[src/pss_defines.vh]
// Purpose: shared constants of the power-state sequencer
// Assumes: included by its bare name
// Notes:   definitions only
`ifndef PSS_DEFINES_VH
`define PSS_DEFINES_VH

// =====================================================
// power states
`define PSS_ST_W       4
`define PSS_ST_OFF     4'h0
`define PSS_ST_STARTUP 4'h1
`define PSS_ST_READY   4'h2
`define PSS_ST_DSX     4'h3
`define PSS_ST_S54     4'h4
`define PSS_ST_S3      4'h5
`define PSS_ST_S0      4'h6
`define PSS_ST_STBY    4'h7
`define PSS_ST_ESD     4'h8

// =====================================================
// rail indices and rail groups
`define PSS_NRAIL      9
`define PSS_R_VR1      0
`define PSS_R_VR2      1
`define PSS_R_VR3      2
`define PSS_R_VR4      3
`define PSS_R_VR5      4
`define PSS_R_PCH      5
`define PSS_R_V085     6
`define PSS_R_SW18     7
`define PSS_R_IO       8
`define PSS_M_NONE     9'h000
`define PSS_M_DSW      9'h004
`define PSS_M_AON      9'h077
`define PSS_M_S3       9'h0ff
`define PSS_M_S0       9'h1ff
`define PSS_M_EXEMPT   9'h014
`define PSS_M_STBY_DVS 9'h017
`define PSS_M_MEM_DVS  9'h008

// =====================================================
// synchronised pin vector positions
`define PSS_PIN_W      21
`define PSS_P_VIN_OK   0
`define PSS_P_VIN_11V  1
`define PSS_P_VIN_9V9  2
`define PSS_P_BAT_5V4  3
`define PSS_P_LDO3_PG  4
`define PSS_P_LDO5_PG  5
`define PSS_P_CLK_PG   6
`define PSS_P_LOWPWR_N 7
`define PSS_P_MEMTERM  8
`define PSS_P_STBY_N   9
`define PSS_P_SLP4_N   10
`define PSS_P_SLP3_N   11
`define PSS_P_SUSP_N   12
`define PSS_P_SNS_3V3  13
`define PSS_P_SNS_1V8  14
`define PSS_P_SNS_1V0  15
`define PSS_P_PGG      16
`define PSS_P_PBTN     17
`define PSS_P_ADP      18
`define PSS_P_HWSD_N   19
`define PSS_P_OTEMP    20

// =====================================================
// shutdown cause flag positions
`define PSS_FA_VRFLT   0
`define PSS_FA_BTN     1
`define PSS_FA_HWSD    2
`define PSS_FA_SWSD    3
`define PSS_FB_THERM   0
`define PSS_FT_UV      2

// =====================================================
// timing
`define PSS_CLK_MHZ     250
`define PSS_BLANK_MS    10
`define PSS_DEGLITCH_US 30
`define PSS_BTN_TICK_US 1000

`endif

[src/pss_sequencer.v]
// Purpose: power-state sequencer of a multi-rail power management device
// Assumes: pins asynchronous; control bits come from logic on sys_clk
// Notes:   rstn is the lockout reset; all outputs registered
// Behaviour
// - rail below power-good sets its fault flag; unmasked fault shuts down, except on exempt VR3 and VR5
// - discharge resistor connects while its rail is disabled and configured, and on every rail in shutdown
// - each rail takes its voltage setpoint from its control input
// - converter uses low-power setpoint while system low-power pin is low
// - power-good monitoring unaffected by low-power mode changes
// - memory-termination pin scales regulator 4; standby pin scales 1,2,3,5
// - smaller ramp above 11 V, larger again below 9.9 V
// - no operation under lockout; drop below lockout shuts down
// - clock-domain supply from LDO above 5.4 V, else from coin cell
// - off state enables no rail; clock and host interface stay inactive
// - startup ramps internal LDOs and reference, loads defaults after both good
// - clock-domain LDO enabled after 5 V LDO power-good
// - ready after default load and clock supply good; accepts enables
// - S5/S4 once always-on rails good; suspend-reset power-good goes high
// - sleep-state-4 high enters S3, enabling memory and switched 1.8 V
// - sleep-state-3 high, senses valid, group G and VR4 good: S0
// - standby falling edge with system power-good enters standby, scales/decays
// - deep sleep from startup on 3.3 V enable, from S5/S4 on sleep
// - emergency shutdown: power-ok low, all discharge on, all rails off
// - leave emergency shutdown on button fall, adapter rise, or lockout
// - shutdown causes recorded in cause flags; undervoltage in bit 2
// - faults ignored for 10 ms after a rail is enabled
// - fault declared only after more than 30 us outside window
`include "pss_defines.vh"
`timescale 1ns/1ps
`default_nettype none

module pss_sequencer #(
  parameter VW           = 8,
  parameter BW           = 22,
  parameter DW           = 13,
  parameter TW           = 18,
  parameter BLANK_CYC    = `PSS_BLANK_MS * 1000 * `PSS_CLK_MHZ,
  parameter DGL_CYC      = `PSS_DEGLITCH_US * `PSS_CLK_MHZ,
  parameter BTN_TICK_CYC = `PSS_BTN_TICK_US * `PSS_CLK_MHZ
) (
  // clock and lockout reset
  input  wire                         sys_clk,
  input  wire                         rstn,
  // supply comparators (async)
  input  wire                         vin_above_lockout,
  input  wire                         vin_above_11v,
  input  wire                         vin_above_9v9,
  input  wire                         battery_above_5v4,
  input  wire                         ldo_3v_pgood,
  input  wire                         ldo_5v_pgood,
  input  wire                         clock_supply_pgood,
  // platform pins (async)
  input  wire                         sys_lowpower_n,
  input  wire                         mem_term_ctrl,
  input  wire                         standby_n,
  input  wire                         sleep_state4_n,
  input  wire                         sleep_state3_n,
  input  wire                         suspend_sleep_n,
  input  wire                         sense_in_3v3,
  input  wire                         sense_in_1v8,
  input  wire                         sense_in_1v0,
  input  wire                         pgood_group_g,
  input  wire                         power_button_in,
  input  wire                         adapter_good,
  input  wire                         hw_shutdown_n,
  input  wire                         over_temp,
  input  wire [`PSS_NRAIL-1:0]        rail_pgood,
  // control bits (same clock)
  input  wire                         otp_load_done,
  input  wire [`PSS_NRAIL-1:0]        rail_enable_reg,
  input  wire [`PSS_NRAIL-1:0]        pgood_fault_mask,
  input  wire [`PSS_NRAIL-1:0]        discharge_config_a,
  input  wire [`PSS_NRAIL-1:0]        dvs_config,
  input  wire [`PSS_NRAIL-1:0]        decay_config,
  input  wire [`PSS_NRAIL*VW-1:0]     vset_normal,
  input  wire [`PSS_NRAIL*VW-1:0]     vset_lowpower,
  input  wire                         controller_sleep4_bit,
  input  wire                         controller_deep4_bit,
  input  wire                         sw_shutdown,
  input  wire [5:0]                   button_fault_time,
  input  wire [`PSS_NRAIL-1:0]        rail_fault_clear,
  input  wire                         cause_clear,
  // internal supply control
  output reg                          ldo_3v_internal_en_q,
  output reg                          ldo_5v_internal_en_q,
  output reg                          internal_reference_en_q,
  output reg                          clock_ldo_en_q,
  output reg                          clock_from_ldo_q,
  output reg                          otp_load_req_q,
  output reg                          host_if_active_q,
  output reg                          ramp_small_q,
  // rails
  output reg  [`PSS_NRAIL-1:0]        rail_en_q,
  output reg  [`PSS_NRAIL-1:0]        discharge_on_q,
  output reg  [`PSS_NRAIL*VW-1:0]     rail_vset_q,
  output reg  [`PSS_NRAIL-1:0]        rail_fault_q,
  // status to platform
  output reg  [`PSS_ST_W-1:0]         power_state_q,
  output reg                          suspend_reset_pgood_q,
  output reg                          system_power_good_q,
  output reg                          deep_sleep_power_ok_q,
  output reg  [7:0]                   shutdown_cause_flags_a_q,
  output reg  [7:0]                   shutdown_cause_flags_b_q,
  output reg  [7:0]                   top_level_int_flags_q
);

  // counts cut to their counter widths on purpose
  localparam integer  TICK_M1   = BTN_TICK_CYC - 1;
  localparam [BW-1:0] BLANK_LIM = BLANK_CYC[BW-1:0];
  localparam [DW-1:0] DGL_LIM   = DGL_CYC[DW-1:0];
  localparam [TW-1:0] TICK_LIM  = TICK_M1[TW-1:0];

  // =====================================================
  // input synchronisers
  reg  [`PSS_PIN_W-1:0] pin_m_q;
  reg  [`PSS_PIN_W-1:0] pin_s_q;
  reg  [`PSS_PIN_W-1:0] pin_p_q;
  reg  [`PSS_NRAIL-1:0] pg_m_q;
  reg  [`PSS_NRAIL-1:0] pg_s_q;
  wire [`PSS_PIN_W-1:0] pin_raw;

  assign pin_raw = {over_temp, hw_shutdown_n, adapter_good, power_button_in,
                    pgood_group_g, sense_in_1v0, sense_in_1v8, sense_in_3v3,
                    suspend_sleep_n, sleep_state3_n, sleep_state4_n, standby_n,
                    mem_term_ctrl, sys_lowpower_n, clock_supply_pgood,
                    ldo_5v_pgood, ldo_3v_pgood, battery_above_5v4,
                    vin_above_9v9, vin_above_11v, vin_above_lockout};

  always @(posedge sys_clk or negedge rstn)
  begin
    if (!rstn)
    begin
      pin_m_q <= {`PSS_PIN_W{1'b0}};
      pin_s_q <= {`PSS_PIN_W{1'b0}};
      pin_p_q <= {`PSS_PIN_W{1'b0}};
      pg_m_q  <= `PSS_M_NONE;
      pg_s_q  <= `PSS_M_NONE;
    end
    else
    begin
      pin_m_q <= pin_raw;
      pin_s_q <= pin_m_q;
      pin_p_q <= pin_s_q;
      pg_m_q  <= rail_pgood;
      pg_s_q  <= pg_m_q;
    end
  end

  wire vin_ok   = pin_s_q[`PSS_P_VIN_OK];
  wire ldo3_pg  = pin_s_q[`PSS_P_LDO3_PG];
  wire ldo5_pg  = pin_s_q[`PSS_P_LDO5_PG];
  wire stby_s   = pin_s_q[`PSS_P_STBY_N];
  wire btn_s    = pin_s_q[`PSS_P_PBTN];
  wire stby_fall = pin_p_q[`PSS_P_STBY_N] & ~stby_s;
  wire btn_fall  = pin_p_q[`PSS_P_PBTN] & ~btn_s;
  wire adp_rise  = ~pin_p_q[`PSS_P_ADP] & pin_s_q[`PSS_P_ADP];
  wire senses_ok = pin_s_q[`PSS_P_SNS_3V3] & pin_s_q[`PSS_P_SNS_1V8] &
                   pin_s_q[`PSS_P_SNS_1V0];

  // =====================================================
  // per-rail fault blanking, deglitch and setpoint
  wire [`PSS_NRAIL-1:0] flt_evt;
  wire [`PSS_NRAIL-1:0] lp_sel;

  // converter low-power setpoint follows its own pin
  // standby and memory-termination pins scale only the rails marked in their dvs bits
  assign lp_sel = (dvs_config & `PSS_M_STBY_DVS & {`PSS_NRAIL{~stby_s}}) |
                  (dvs_config & `PSS_M_MEM_DVS &
                   {`PSS_NRAIL{~pin_s_q[`PSS_P_MEMTERM]}}) |
                  ({{(`PSS_NRAIL-1){1'b0}}, ~pin_s_q[`PSS_P_LOWPWR_N]}
                   << `PSS_R_VR2);

  genvar i;
  generate
    for (i = 0; i < `PSS_NRAIL; i = i + 1)
    begin : g_rail
      reg [BW-1:0] blank_q;
      reg [DW-1:0] dgl_q;
      always @(posedge sys_clk or negedge rstn)
      begin
        if (!rstn)
        begin
          blank_q <= BLANK_LIM;
          dgl_q   <= {DW{1'b0}};
          rail_vset_q[i*VW +: VW] <= {VW{1'b0}};
        end
        else
        begin
          if (!rail_en_q[i])
            blank_q <= BLANK_LIM;
          else if (blank_q != {BW{1'b0}})
            blank_q <= blank_q - 1'b1;
          if (!rail_en_q[i] || blank_q != {BW{1'b0}} || pg_s_q[i])
            dgl_q <= {DW{1'b0}};
          else if (dgl_q != DGL_LIM)
            dgl_q <= dgl_q + 1'b1;
          // setpoint taken from the control input
          rail_vset_q[i*VW +: VW] <= lp_sel[i] ? vset_lowpower[i*VW +: VW]
                                               : vset_normal[i*VW +: VW];
        end
      end
      assign flt_evt[i] = (dgl_q == DGL_LIM) & rail_en_q[i] & ~pg_s_q[i];
    end
  endgenerate

  // =====================================================
  // power button hold timer
  reg  [TW-1:0] tick_q;
  reg  [5:0]    btn_cnt_q;
  wire          btn_long = ~btn_s & (btn_cnt_q > button_fault_time);

  always @(posedge sys_clk or negedge rstn)
  begin
    if (!rstn)
    begin
      tick_q    <= {TW{1'b0}};
      btn_cnt_q <= 6'h00;
    end
    else if (btn_s)
    begin
      tick_q    <= {TW{1'b0}};
      btn_cnt_q <= 6'h00;
    end
    else if (tick_q == TICK_LIM)
    begin
      tick_q <= {TW{1'b0}};
      if (btn_cnt_q != 6'h3f)
        btn_cnt_q <= btn_cnt_q + 1'b1;
    end
    else
      tick_q <= tick_q + 1'b1;
  end

  // =====================================================
  // shutdown causes
  wire act = (power_state_q != `PSS_ST_OFF) & (power_state_q != `PSS_ST_STARTUP) &
             (power_state_q != `PSS_ST_ESD);
  // unmasked faults on monitored rails trigger shutdown
  wire vr_trip  = |(flt_evt & ~pgood_fault_mask & ~`PSS_M_EXEMPT);
  wire hw_trip  = ~pin_s_q[`PSS_P_HWSD_N];
  wire ot_trip  = pin_s_q[`PSS_P_OTEMP];
  // any listed cause in an active state
  wire esd_go   = act & (vr_trip | hw_trip | sw_shutdown | ot_trip | btn_long);
  wire uv_trip  = ~vin_ok & (power_state_q != `PSS_ST_OFF);

  // =====================================================
  // state machine
  reg [`PSS_ST_W-1:0]  state_d;
  reg [`PSS_NRAIL-1:0] en_d;
  wire aon_good = ((rail_en_q & pg_s_q & `PSS_M_AON) == `PSS_M_AON);
  wire boot_ok  = otp_load_done & pin_s_q[`PSS_P_CLK_PG];

  always @*
  begin
    // hold unless an entry condition is met
    state_d = power_state_q;
    case (power_state_q)
      `PSS_ST_OFF:
        if (vin_ok)
          state_d = `PSS_ST_STARTUP;
      `PSS_ST_STARTUP:
        // defaults loaded and clock supply regulating
        // deep-sleep rail enable leads to deep sleep
        if (boot_ok)
          state_d = rail_enable_reg[`PSS_R_VR3] ? `PSS_ST_DSX : `PSS_ST_READY;
      `PSS_ST_READY:
        if (rail_enable_reg[`PSS_R_VR3])
          state_d = `PSS_ST_DSX;
      `PSS_ST_DSX:
        // all always-on rails enabled and good
        if (aon_good && suspend_sleep_n_ok(pin_s_q))
          state_d = `PSS_ST_S54;
      `PSS_ST_S54:
        // suspend sleep low or both controller bits
        if (!pin_s_q[`PSS_P_SUSP_N] || (controller_sleep4_bit && controller_deep4_bit))
          state_d = `PSS_ST_DSX;
        else if (pin_s_q[`PSS_P_SLP4_N])
          state_d = `PSS_ST_S3;
      `PSS_ST_S3:
        if (!pin_s_q[`PSS_P_SLP4_N])
          state_d = `PSS_ST_S54;
        // senses valid, group G and memory regulator good
        else if (pin_s_q[`PSS_P_SLP3_N] && senses_ok && pin_s_q[`PSS_P_PGG] &&
                 pg_s_q[`PSS_R_VR4])
          state_d = `PSS_ST_S0;
      `PSS_ST_S0:
        if (!pin_s_q[`PSS_P_SLP3_N])
          state_d = `PSS_ST_S3;
        // falling standby edge while system power-good
        else if (stby_fall && system_power_good_q)
          state_d = `PSS_ST_STBY;
      `PSS_ST_STBY:
        if (!pin_s_q[`PSS_P_SLP3_N])
          state_d = `PSS_ST_S3;
        else if (stby_s)
          state_d = `PSS_ST_S0;
      `PSS_ST_ESD:
        // a button fall or adapter rise releases it to ready; lockout forces off
        if (btn_fall || adp_rise)
          state_d = `PSS_ST_READY;
      default:
        state_d = `PSS_ST_OFF;
    endcase
    if (esd_go)
      state_d = `PSS_ST_ESD;
    if (!vin_ok)
      state_d = `PSS_ST_OFF;

    case (state_d)
      `PSS_ST_READY: en_d = rail_enable_reg & `PSS_M_AON;
      `PSS_ST_DSX:   en_d = (rail_enable_reg & `PSS_M_AON) | `PSS_M_DSW;
      `PSS_ST_S54:   en_d = `PSS_M_AON;
      // memory and switched 1.8 V rails on
      `PSS_ST_S3:    en_d = `PSS_M_S3;
      `PSS_ST_S0:    en_d = `PSS_M_S0;
      `PSS_ST_STBY:  en_d = `PSS_M_S0 & ~decay_config;
      // off, startup and shutdown enable nothing
      default:       en_d = `PSS_M_NONE;
    endcase
  end

  // suspend-sleep must be high to settle in S5/S4, else it falls straight back
  function suspend_sleep_n_ok;
    input [`PSS_PIN_W-1:0] p;
    begin
      suspend_sleep_n_ok = p[`PSS_P_SUSP_N];
    end
  endfunction

  // =====================================================
  // registered outputs
  wire in_sx = (state_d == `PSS_ST_S54) | (state_d == `PSS_ST_S3) |
               (state_d == `PSS_ST_S0) | (state_d == `PSS_ST_STBY);

  always @(posedge sys_clk or negedge rstn)
  begin
    if (!rstn)
    begin
      power_state_q            <= `PSS_ST_OFF;
      rail_en_q                <= `PSS_M_NONE;
      discharge_on_q           <= `PSS_M_NONE;
      rail_fault_q             <= `PSS_M_NONE;
      ldo_3v_internal_en_q     <= 1'b0;
      ldo_5v_internal_en_q     <= 1'b0;
      internal_reference_en_q  <= 1'b0;
      clock_ldo_en_q           <= 1'b0;
      clock_from_ldo_q         <= 1'b0;
      otp_load_req_q           <= 1'b0;
      host_if_active_q         <= 1'b0;
      ramp_small_q             <= 1'b0;
      suspend_reset_pgood_q    <= 1'b0;
      system_power_good_q      <= 1'b0;
      deep_sleep_power_ok_q    <= 1'b0;
      shutdown_cause_flags_a_q <= 8'h00;
      shutdown_cause_flags_b_q <= 8'h00;
      top_level_int_flags_q    <= 8'h00;
    end
    else
    begin
      power_state_q  <= state_d;
      rail_en_q      <= en_d;
      // discharge on a disabled, configured rail, and on every rail in shutdown
      discharge_on_q <= (state_d == `PSS_ST_ESD) ? `PSS_M_S0
                                                 : (discharge_config_a & ~en_d);
      // sticky fault status, set wins over clear
      rail_fault_q   <= (rail_fault_q & ~rail_fault_clear) | flt_evt;
      // internal LDOs and reference ramp from startup on
      ldo_3v_internal_en_q    <= (state_d != `PSS_ST_OFF);
      ldo_5v_internal_en_q    <= (state_d != `PSS_ST_OFF);
      internal_reference_en_q <= (state_d != `PSS_ST_OFF);
      // defaults loaded once both LDOs are good
      otp_load_req_q <= (state_d == `PSS_ST_STARTUP) & ldo3_pg & ldo5_pg &
                        ~otp_load_done;
      // clock-domain LDO after 5 V LDO good
      clock_ldo_en_q <= (state_d != `PSS_ST_OFF) & ldo5_pg;
      // coin cell takes over below 5.4 V
      clock_from_ldo_q <= (state_d != `PSS_ST_OFF) & pin_s_q[`PSS_P_BAT_5V4] & ldo5_pg;
      // host interface and clock dead in off
      host_if_active_q <= (state_d != `PSS_ST_OFF) & (state_d != `PSS_ST_STARTUP);
      if (pin_s_q[`PSS_P_VIN_11V])
        ramp_small_q <= 1'b1;
      else if (!pin_s_q[`PSS_P_VIN_9V9])
        ramp_small_q <= 1'b0;
      suspend_reset_pgood_q <= in_sx;
      system_power_good_q   <= (state_d == `PSS_ST_S0) | (state_d == `PSS_ST_STBY);
      deep_sleep_power_ok_q <= in_sx | (state_d == `PSS_ST_DSX);
      // causes latched, set wins over clear
      shutdown_cause_flags_a_q <= (shutdown_cause_flags_a_q & {8{~cause_clear}}) |
                                  ({7'h00, act & vr_trip} << `PSS_FA_VRFLT) |
                                  ({7'h00, act & btn_long} << `PSS_FA_BTN) |
                                  ({7'h00, act & hw_trip} << `PSS_FA_HWSD) |
                                  ({7'h00, act & sw_shutdown} << `PSS_FA_SWSD);
      shutdown_cause_flags_b_q <= (shutdown_cause_flags_b_q & {8{~cause_clear}}) |
                                  ({7'h00, act & ot_trip} << `PSS_FB_THERM);
      top_level_int_flags_q    <= (top_level_int_flags_q & {8{~cause_clear}}) |
                                  ({7'h00, uv_trip} << `PSS_FT_UV);
    end
  end

endmodule // pss_sequencer

`default_nettype wire

[config.mk]
export PLATFORM = sky130hd
export DESIGN_NAME = pss_sequencer
export DESIGN_NICKNAME = d
export VERILOG_FILES = /design/src/pss_sequencer.v
export VERILOG_INCLUDE_DIRS = /design/src
export SDC_FILE = /design/constraint.sdc
export NUM_CORES = 1
export LEC_CHECK = 0
export ABC_AREA = 1
export BUFFER_PORTS_ARGS = -buffer_cell sky130_fd_sc_hd__clkbuf_2
export CAP_MARGIN = 20
export CORE_ASPECT_RATIO = 1.5
export CORE_MARGIN = 10
export CORE_UTILIZATION = 50
export DETAILED_ROUTE_END_ITERATION = 8
export MAX_ROUTING_LAYER = met4
export PLACE_DENSITY = 0.7
export SLEW_MARGIN = 0
export SYNTH_ARGS = -nofsm -noshare
export SYNTH_HDL_FRONTEND = slang
export SYNTH_SLANG_ARGS = --single-unit
[constraint.sdc]
create_clock -name sys_clk -period 6.6 [get_ports sys_clk]
set_clock_uncertainty 0.05 [all_clocks]
set_input_delay 1.65 -clock sys_clk [delete_from_list [all_inputs] [get_ports sys_clk]]
set_output_delay 1.65 -clock sys_clk [all_outputs]
set_load 0.01 [all_outputs]
==> impl_results.md, run 1 <==
* Syn_area_per_cell at 8.57 sq um
* CTS tree: done
* Top delay family on crit path: simple AND/OR/NAND/NOR gates
* CP Cell Sequence: clkbuf_2 > inv_1 > ha_1 > inv_1 > nor2_1 > o21ai_0 > o211ai_1 > a21oi_4 > nand3_1 > nand2_1 > nand3_1 > nand2_2 > nand2_1 > nand3_1 > nand2_1
* Cell Area, Placed at 27600 sq um
* DR vias at about 21k
* DP HPWL at 48300 microns
* Root buf cell: clkbuf_16
* Final #Nets at 3572
* Die ar. at 59700 sq um
* First-pass GRT wire length at approximately 100000 microns
* CTS clk-pin slew, worst paths at 60 ps
* Leakage power at between 0.01 and 0.015 uW
* Finished layout cell area at 29300 sq um
* Min-delay src: pin_m_q[8]
* Crit path from: button_fault_time[1]
* YS warnings at 0
* Outcome: finished clean
* CP Class: input port to flip-flop
* Overflow after GRT at 0
* Worst skew pair latency at roughly 610 ps
* Synth Flop Type: dfrtp_1
* Crit path time final at 3690 ps
* Final antenna-violating net count at 0
* Initial antenna violation count at 6
* Filler cells at between 4k and 5k
* Fmax at 271 MHz
* Share of layout cells above drive strength 1 at 0.178
* Count of cell types in the netlist at between 50 and 60
* P per Cell Area at roughly 250 nW/um^2
* H-tree Lvls at 2
* Largest net degree at the start of global routing at between 100 and 150
* Fin Setup TNS at 0 ps
* CP max FO at 14
* VDD IR max at between 0.2 and 0.3 mV
* Post-synthesis cell count at 2927
* Die Height at between 200 and 300 microns
* Max clock buf depth at 3
* Row cnt at 100
* Endpoints failing setup at 0
* Starting Density at 0.505
* Critical Path RT at 7000 ps
* Synthesis-to-layout area growth at 16.9%
* Slew Limit Headroom at 0.389
* CP endpoint kind: flip-flop
* CP bufs+invs at 3
* Post-CTS sizing at 0
* DRT iter0 DRCs at approximately 1.2k
* Reg2Reg Launch Point: rail_en_q[0]
* Synthesized Nets at roughly 3.2k
* Vias in the first global route at 21.4k
* Slowest stage delay, CP at 500 ps
* DR pass1 iterations at 6
* Drt wl/cell at 15.9 microns
* Min Hold Slack at 293 ps
* Die width at 203 microns
* Ports at 379
* Setup Fix Bufs, Post-CTS at 0
* Tot Pwr at about 7500 uW
* Final estimated routing congestion in global placement at between 0.9 and 1
* Post-synth EDFFs at 0
* Total GRT Usage at 0.218
* Total wire length at 63600 microns
* Critical path arrival at between 4000 and 5000 ps
* Max-slew violation count at 0
* RSZ-0062 raised after global routing: no
* Register bit count reported by yosys at 538
* Max Cap Violations at 0
* Number of remaining DRC errors at 0
* Mapped cell area at 25100 sq um
* CTS sink count at approximately 540
* Finished Core Util at 0.590
* Slowest CP cell: nand2_1
* Worst-Margin Slew at 917 ps
* Count of final hold-check violations at 0
* Final cycle utilization of the critical path at 0.559
* Seq/Total Area, Yosys at 0.540
* Vias per cell at 5.19
* TritonCTS Buffers at slightly above 50
* Crit path launch type: input port
* Hold_buf cts at 0
* Ys async rst share at 1.00
* Core footprint at 49700 sq um
* Worst Hold Class: flip-flop to flip-flop
* Buffers on Ports at 337
## where the power goes
| group | internal (uW) | leakage (uW) | switching [uW] |
|---|---|---|---|
| sequential | 3440 | 0.00691 | 135 |
| clock | 1710 | 0.000846 | 1270 |
| combinational | 307 | 0.00604 | 600 |
| total | 5460 | 0.0138 | 2010 |
## area by class of cell
type | instances | area [sq um] | share of cell area
Clock inverter | 12 | 105 | 0.00359
Clock buffer | 84 | 1610 | 0.0550
Tap cell | 663 | 830 | 0.0283
Inverter | 505 | 1900 | 0.0648
Timing Repair Buffer | 343 | 1790 | 0.0611
Sequential cell | 538 | 13600 | 0.462
Multi-Input combinational cell | 1857 | 9500 | 0.324
Antenna cell | 7 | 17.5 | 0.000598
## worst reg2reg max path: stages (launching register included)
cell	delay [ps]
dfrtp_1	630
inv_1	380
nor2_1	180
nand4_1	190
nor2_1	370
nor2_1	90
nand2_1	100
nand2_2	130
nand3_1	100
nand2_1	390
nand3_1	260
nand2_2	160
nand2_1	120
nand3_1	70
nand2_1	60
## kinds of logic after synthesis
group	share of synthesized area
AND/OR/NAND/NOR	0.220
XOR/XNOR	0.0182
adder cells (fa/ha/maj)	0.0175
buffers and inverters	0.0805
multiplexers	0.0180
flip-flops	0.540
AO/OA/AOI/OAI	0.105
## routing by layer
metal,GRT usage,up-vias,part of all wire
li1,-,10242,-
met1,0.244,9928,0.40
met2,0.378,532,0.50
met3,0.0510,110,0.065
met4,0.0713,0,0.028
met5,-,-,0
## synthesized netlist by cell type (6+ instances only)
library cell / n / area (sq um)
inv_1: 493 / 1850
dfrtp_1: 466 / 11700
nand2_1: 444 / 1670
nor2_1: 425 / 1600
a21oi_1: 193 / 966
o21ai_0: 172 / 861
nand3_1: 118 / 591
nor3_1: 111 / 556
dfstp_2: 72 / 1890
nand4_1: 71 / 444
xor2_1: 43 / 377
mux2_2: 40 / 450
ha_1: 35 / 438
nor4_1: 32 / 200
o21a_1: 20 / 150
clkbuf_1: 17 / 63.8
a31oi_1: 16 / 100
or2_2: 16 / 100
a211oi_1: 14 / 105
o22ai_1: 12 / 75.1
xnor2_1: 9 / 78.8
inv_2: 8 / 30.0
o211ai_1: 8 / 60.1
a211o_1: 7 / 61.3
buf_2: 7 / 35.0
nor3_2: 7 / 70.1
nor2_2: 6 / 37.5
o32ai_1: 6 / 52.6
## layout by cell type, fill, tap and decap left out, drive strengths merged, types with 4 or more instances in the layout
master  netlist  layout
o21ai       174     174
dfstp        72      72
a211oi       14      14
mux2         40      40
o22ai        13      13
and3          5       5
a211o         7       7
nor3        118     118
nand3       121     121
inv         501     502
a21oi       194     194
or2          18      18
o32ai         6       6
diode         0       7
a31oi        17      17
dfrtp       466     466
o21a         20      20
xor2         43      43
nor4         33      33
clkinv        4      12
o211ai        8       8
nand3b        5       5
nand4        72      72
buf          10       7
xnor2         9       9
nand2       448     448
ha           35      35
clkbuf       17     420
nor3b         4       4
nor2        435     435
## per-stage QoR
stage	std cells	worst slack, ps
2_1_floorplan	2927	3130
6_report	4009	2910
3_3_place_gp	3906	2340
3_5_place_dp	3906	2320
5_1_grt	4008	2730
4_1_cts	4002	2930
## path summary, 6_finish.rpt
| check | cells after the start | end | slack [ps] |
|---|---|---|---|
| worst max-delay path | 15 | discharge_on_q[4] | 2910 |
| max in group asynchronous | 2 | g_rail[2].blank_q[15] | 4140 |
| worst min-delay path | 0 | pin_s_q[8] | 290 |
| worst max register to register | 14 | discharge_on_q[4] | 3250 |
| worst min register to register | 0 | pin_s_q[8] | 290 |
| min in group asynchronous | 1 | pin_m_q[8] | 1100 |
## sequential cells by signal, indices dropped and copies added (netlist names), 3 cells and up
signal / count
g_rail.blank_q: 198
g_rail.dgl_q: 117
rail_vset_q: 72
pin_m_q: 21
pin_s_q: 21
tick_q: 18
discharge_on_q: 9
pg_m_q: 9
pg_s_q: 9
rail_en_q: 9
rail_fault_q: 9
shutdown_cause_flags_a_q: 8
shutdown_cause_flags_b_q: 8
top_level_int_flags_q: 8
btn_cnt_q: 6
power_state_q: 4
pin_p_q: 3
Power figures use the tool's default switching activity.
==> run 2: changes to the inputs <==
clock period = 3.9 ns   (was 6.6 ns; I/O delays follow)
==> run 2 against run 1 <==
Via count grew 0.55%. Critical path depth shrank 1. Non-clock buffer count rose by 17. Register-to-register slack worse by 2300 ps. Clock power increased by 74%. Critical endpoint unchanged. Largest cell class unchanged. Highest routed layer unchanged.
==> impl_results.md, run 2 (same netlist as run 1, synthesis figures left out) <==
* Outcome: finished clean
* Initial antenna violation count at 6
* Hold_buf cts at 0
* Row cnt at 100
* Post-route insts no fill at 4025
* R2r endpoint: discharge_on_q[4]
* Final estimated routing congestion in global placement at 0.930
* CP endpoint kind: flip-flop
* Worst Hold Class: flip-flop to flip-flop
* Crit path launch type: flip-flop
* Max Cap Violations at 0
* Leakage power at 0.0139 uW
* Hold EP: pin_s_q[5]
* Ports at around 380
* Finished layout cell area at ~30000 sq um
* Final antenna-violating net count at 0
* Critical Path RT at 4380 ps
* Worst skew pair latency at 610 ps
* Fmax at between 300 and 400 MHz
* Final cycle utilization of the critical path at 0.754
* DP HPWL at between 40000 and 50000 microns
* Overflow after GRT at 0
* Die ar. at around 60000 sq um
* Vias in the first global route at about 22k
* Clock power share at 0.405
* Min Hold Slack at just under 300 ps
* Largest net degree at the start of global routing at 92
* Flip-flop count of the largest register after layout at 198
* Vias per cell at approximately 5.2
* Power share of the combinational group at 0.125
* Most flop-heavy register: g_rail.blank_q
* CP Class: flip-flop to flip-flop
* Met2 Usage GRT at 0.375
* Setup Fix Bufs, Post-CTS at 0
* DRT iter0 DRCs at approximately 1.2k
* Total wire length at 64000 microns
* Max clock buf depth at 3
* NetSw at 3460 uW
* Commonest non-fill, non-tap cells in the layout: 493 x inv_1, 466 x dfrtp_1, 444 x nand2_1
* Met1 usage at 0.248
* Slew Limit Headroom at 0.403
* Critical path arrival at about 3400 ps
* Met3 Use GR at 0.0555
* CTS clk-pin slew, worst paths at 60 ps
* Post-CTS sizing at 0
* Sw frac at 0.270
* Most common cell after layout, fill and taps aside: inv_1
* Crit path time final at 2940 ps
* Hold Path Stages at 0
* Share of layout cells above drive strength 1 at 0.183
* P per Cell Area at 434 nW/um^2
* Max-slew violation count at 0
* CTS tree: done
* Final #Nets at 3590
* Min-delay src: pin_m_q[5]
* Synthesis-to-layout area growth at 17.7%
* CP max FO at 16
* Starting Density at 0.505
* Reg2Reg Depth at 14
* First-pass GRT wire length at 105000 microns
* Placed insts at about 3.9k
* Count of final hold-check violations at 0
* Fin Setup TNS at 0 ps
* TritonCTS Buffers at 52
* Die Height at approximately 290 microns
* Reg2Reg Launch Point: rail_en_q[5]
* H-tree Lvls at 2
* Total GRT Usage at 0.219
* Endpoints failing setup at 0
* Sequential share of power at 0.470
* Root buf cell: clkbuf_16
* Cell Area, Placed at 27700 sq um
* Pint at 9340 uW
* RSZ-0062 raised after global routing: no
* DR vias at 20.9k
* Number of remaining DRC errors at 0
* Largest registers: g_rail.blank_q: 198 flops, g_rail.dgl_q: 117 flops, rail_vset_q: 72 flops
* VDD IR max at 0.487 mV
* Most used routing layer: met2
* Buffers on Ports at 337
* Tot Pwr at 12800 uW
* Die width at 203 microns
* CTS sink count at 538
* Drt wl/cell at 15.9 microns
* DR pass1 iterations at 7
* Flop2flop setup slack at 960 ps
* Worst-Margin Slew at 888 ps
* Core footprint at approximately 50000 sq um
-- run 2: cell count changes in the layout (fill, tap and decap cells not counted), sizes merged --
cell	previous run	this run
inv	502	504
diode	7	6
clkinvlp	2	3
clkbuf	420	412
buf	7	24
clkinv	12	14
bufinv	1	4
-- run 2: worst max-delay path by stage --
stage	startpoint	depth (start not counted)	slack [ps]	endpoint
floorplan	button_fault_time[1]	13	1110	discharge_on_q[3]
global placement	button_fault_time[1]	15	610	discharge_on_q[0]
detailed placement	button_fault_time[5]	15	540	discharge_on_q[4]
CTS	rail_en_q[5]	14	1000	discharge_on_q[4]
global route	rail_en_q[5]	14	700	discharge_on_q[4]
finish	rail_en_q[5]	14	960	discharge_on_q[4]
-- run 2: metrics by stage --
stage,util,setup WS (ps)
finish,0.594,958
global route,0.594,700
CTS,0.594,1000
detailed placement,0.559,536
global placement,0.559,612
floorplan,-,1110
-- run 2: worst max-delay path: stages (launching register included) --
cell     delay [ps]
dfrtp_1         700
inv_1           410
nor2_1          220
nand4_1         110
nand2_1         130
nor2_1           50
nand2_1          90
nand2_2         130
nand3_1         100
nand2_1         230
nand3_1         220
nand2_2         150
nand2_1         120
nand3_1          80
nand2_1          70
-- run 2: cell type report --
type	count	area [sq um]
fill	4365	20200
multi-input combinational	1857	9500
timing repair buffer	360	1960
clock buffer	76	1510
sequential	538	13600
clock inverter	20	249
antenna	6	15.0
tap	663	830
inverter	505	1900
-- run 2: power by group through the flow --
stage	combinational [uW]	sequential [uW]	clock, uW
2_1_floorplan	877	6120	0
3_3_place_gp	1580	6110	0
3_5_place_dp	1610	6110	0
4_1_cts	1620	6020	5330
5_1_grt	1810	6040	5550
6_report	1600	6020	5190
-- run 2: layer usage --
layer / wire (microns) / part of all wire / vias to the layer above
met5: 0 / 0 / -
met3: 4240 / 0.066 / 101
met2: 32200 / 0.50 / 567
met4: 1550 / 0.024 / 0
li1: - / - / 10321
met1: 26000 / 0.41 / 9938
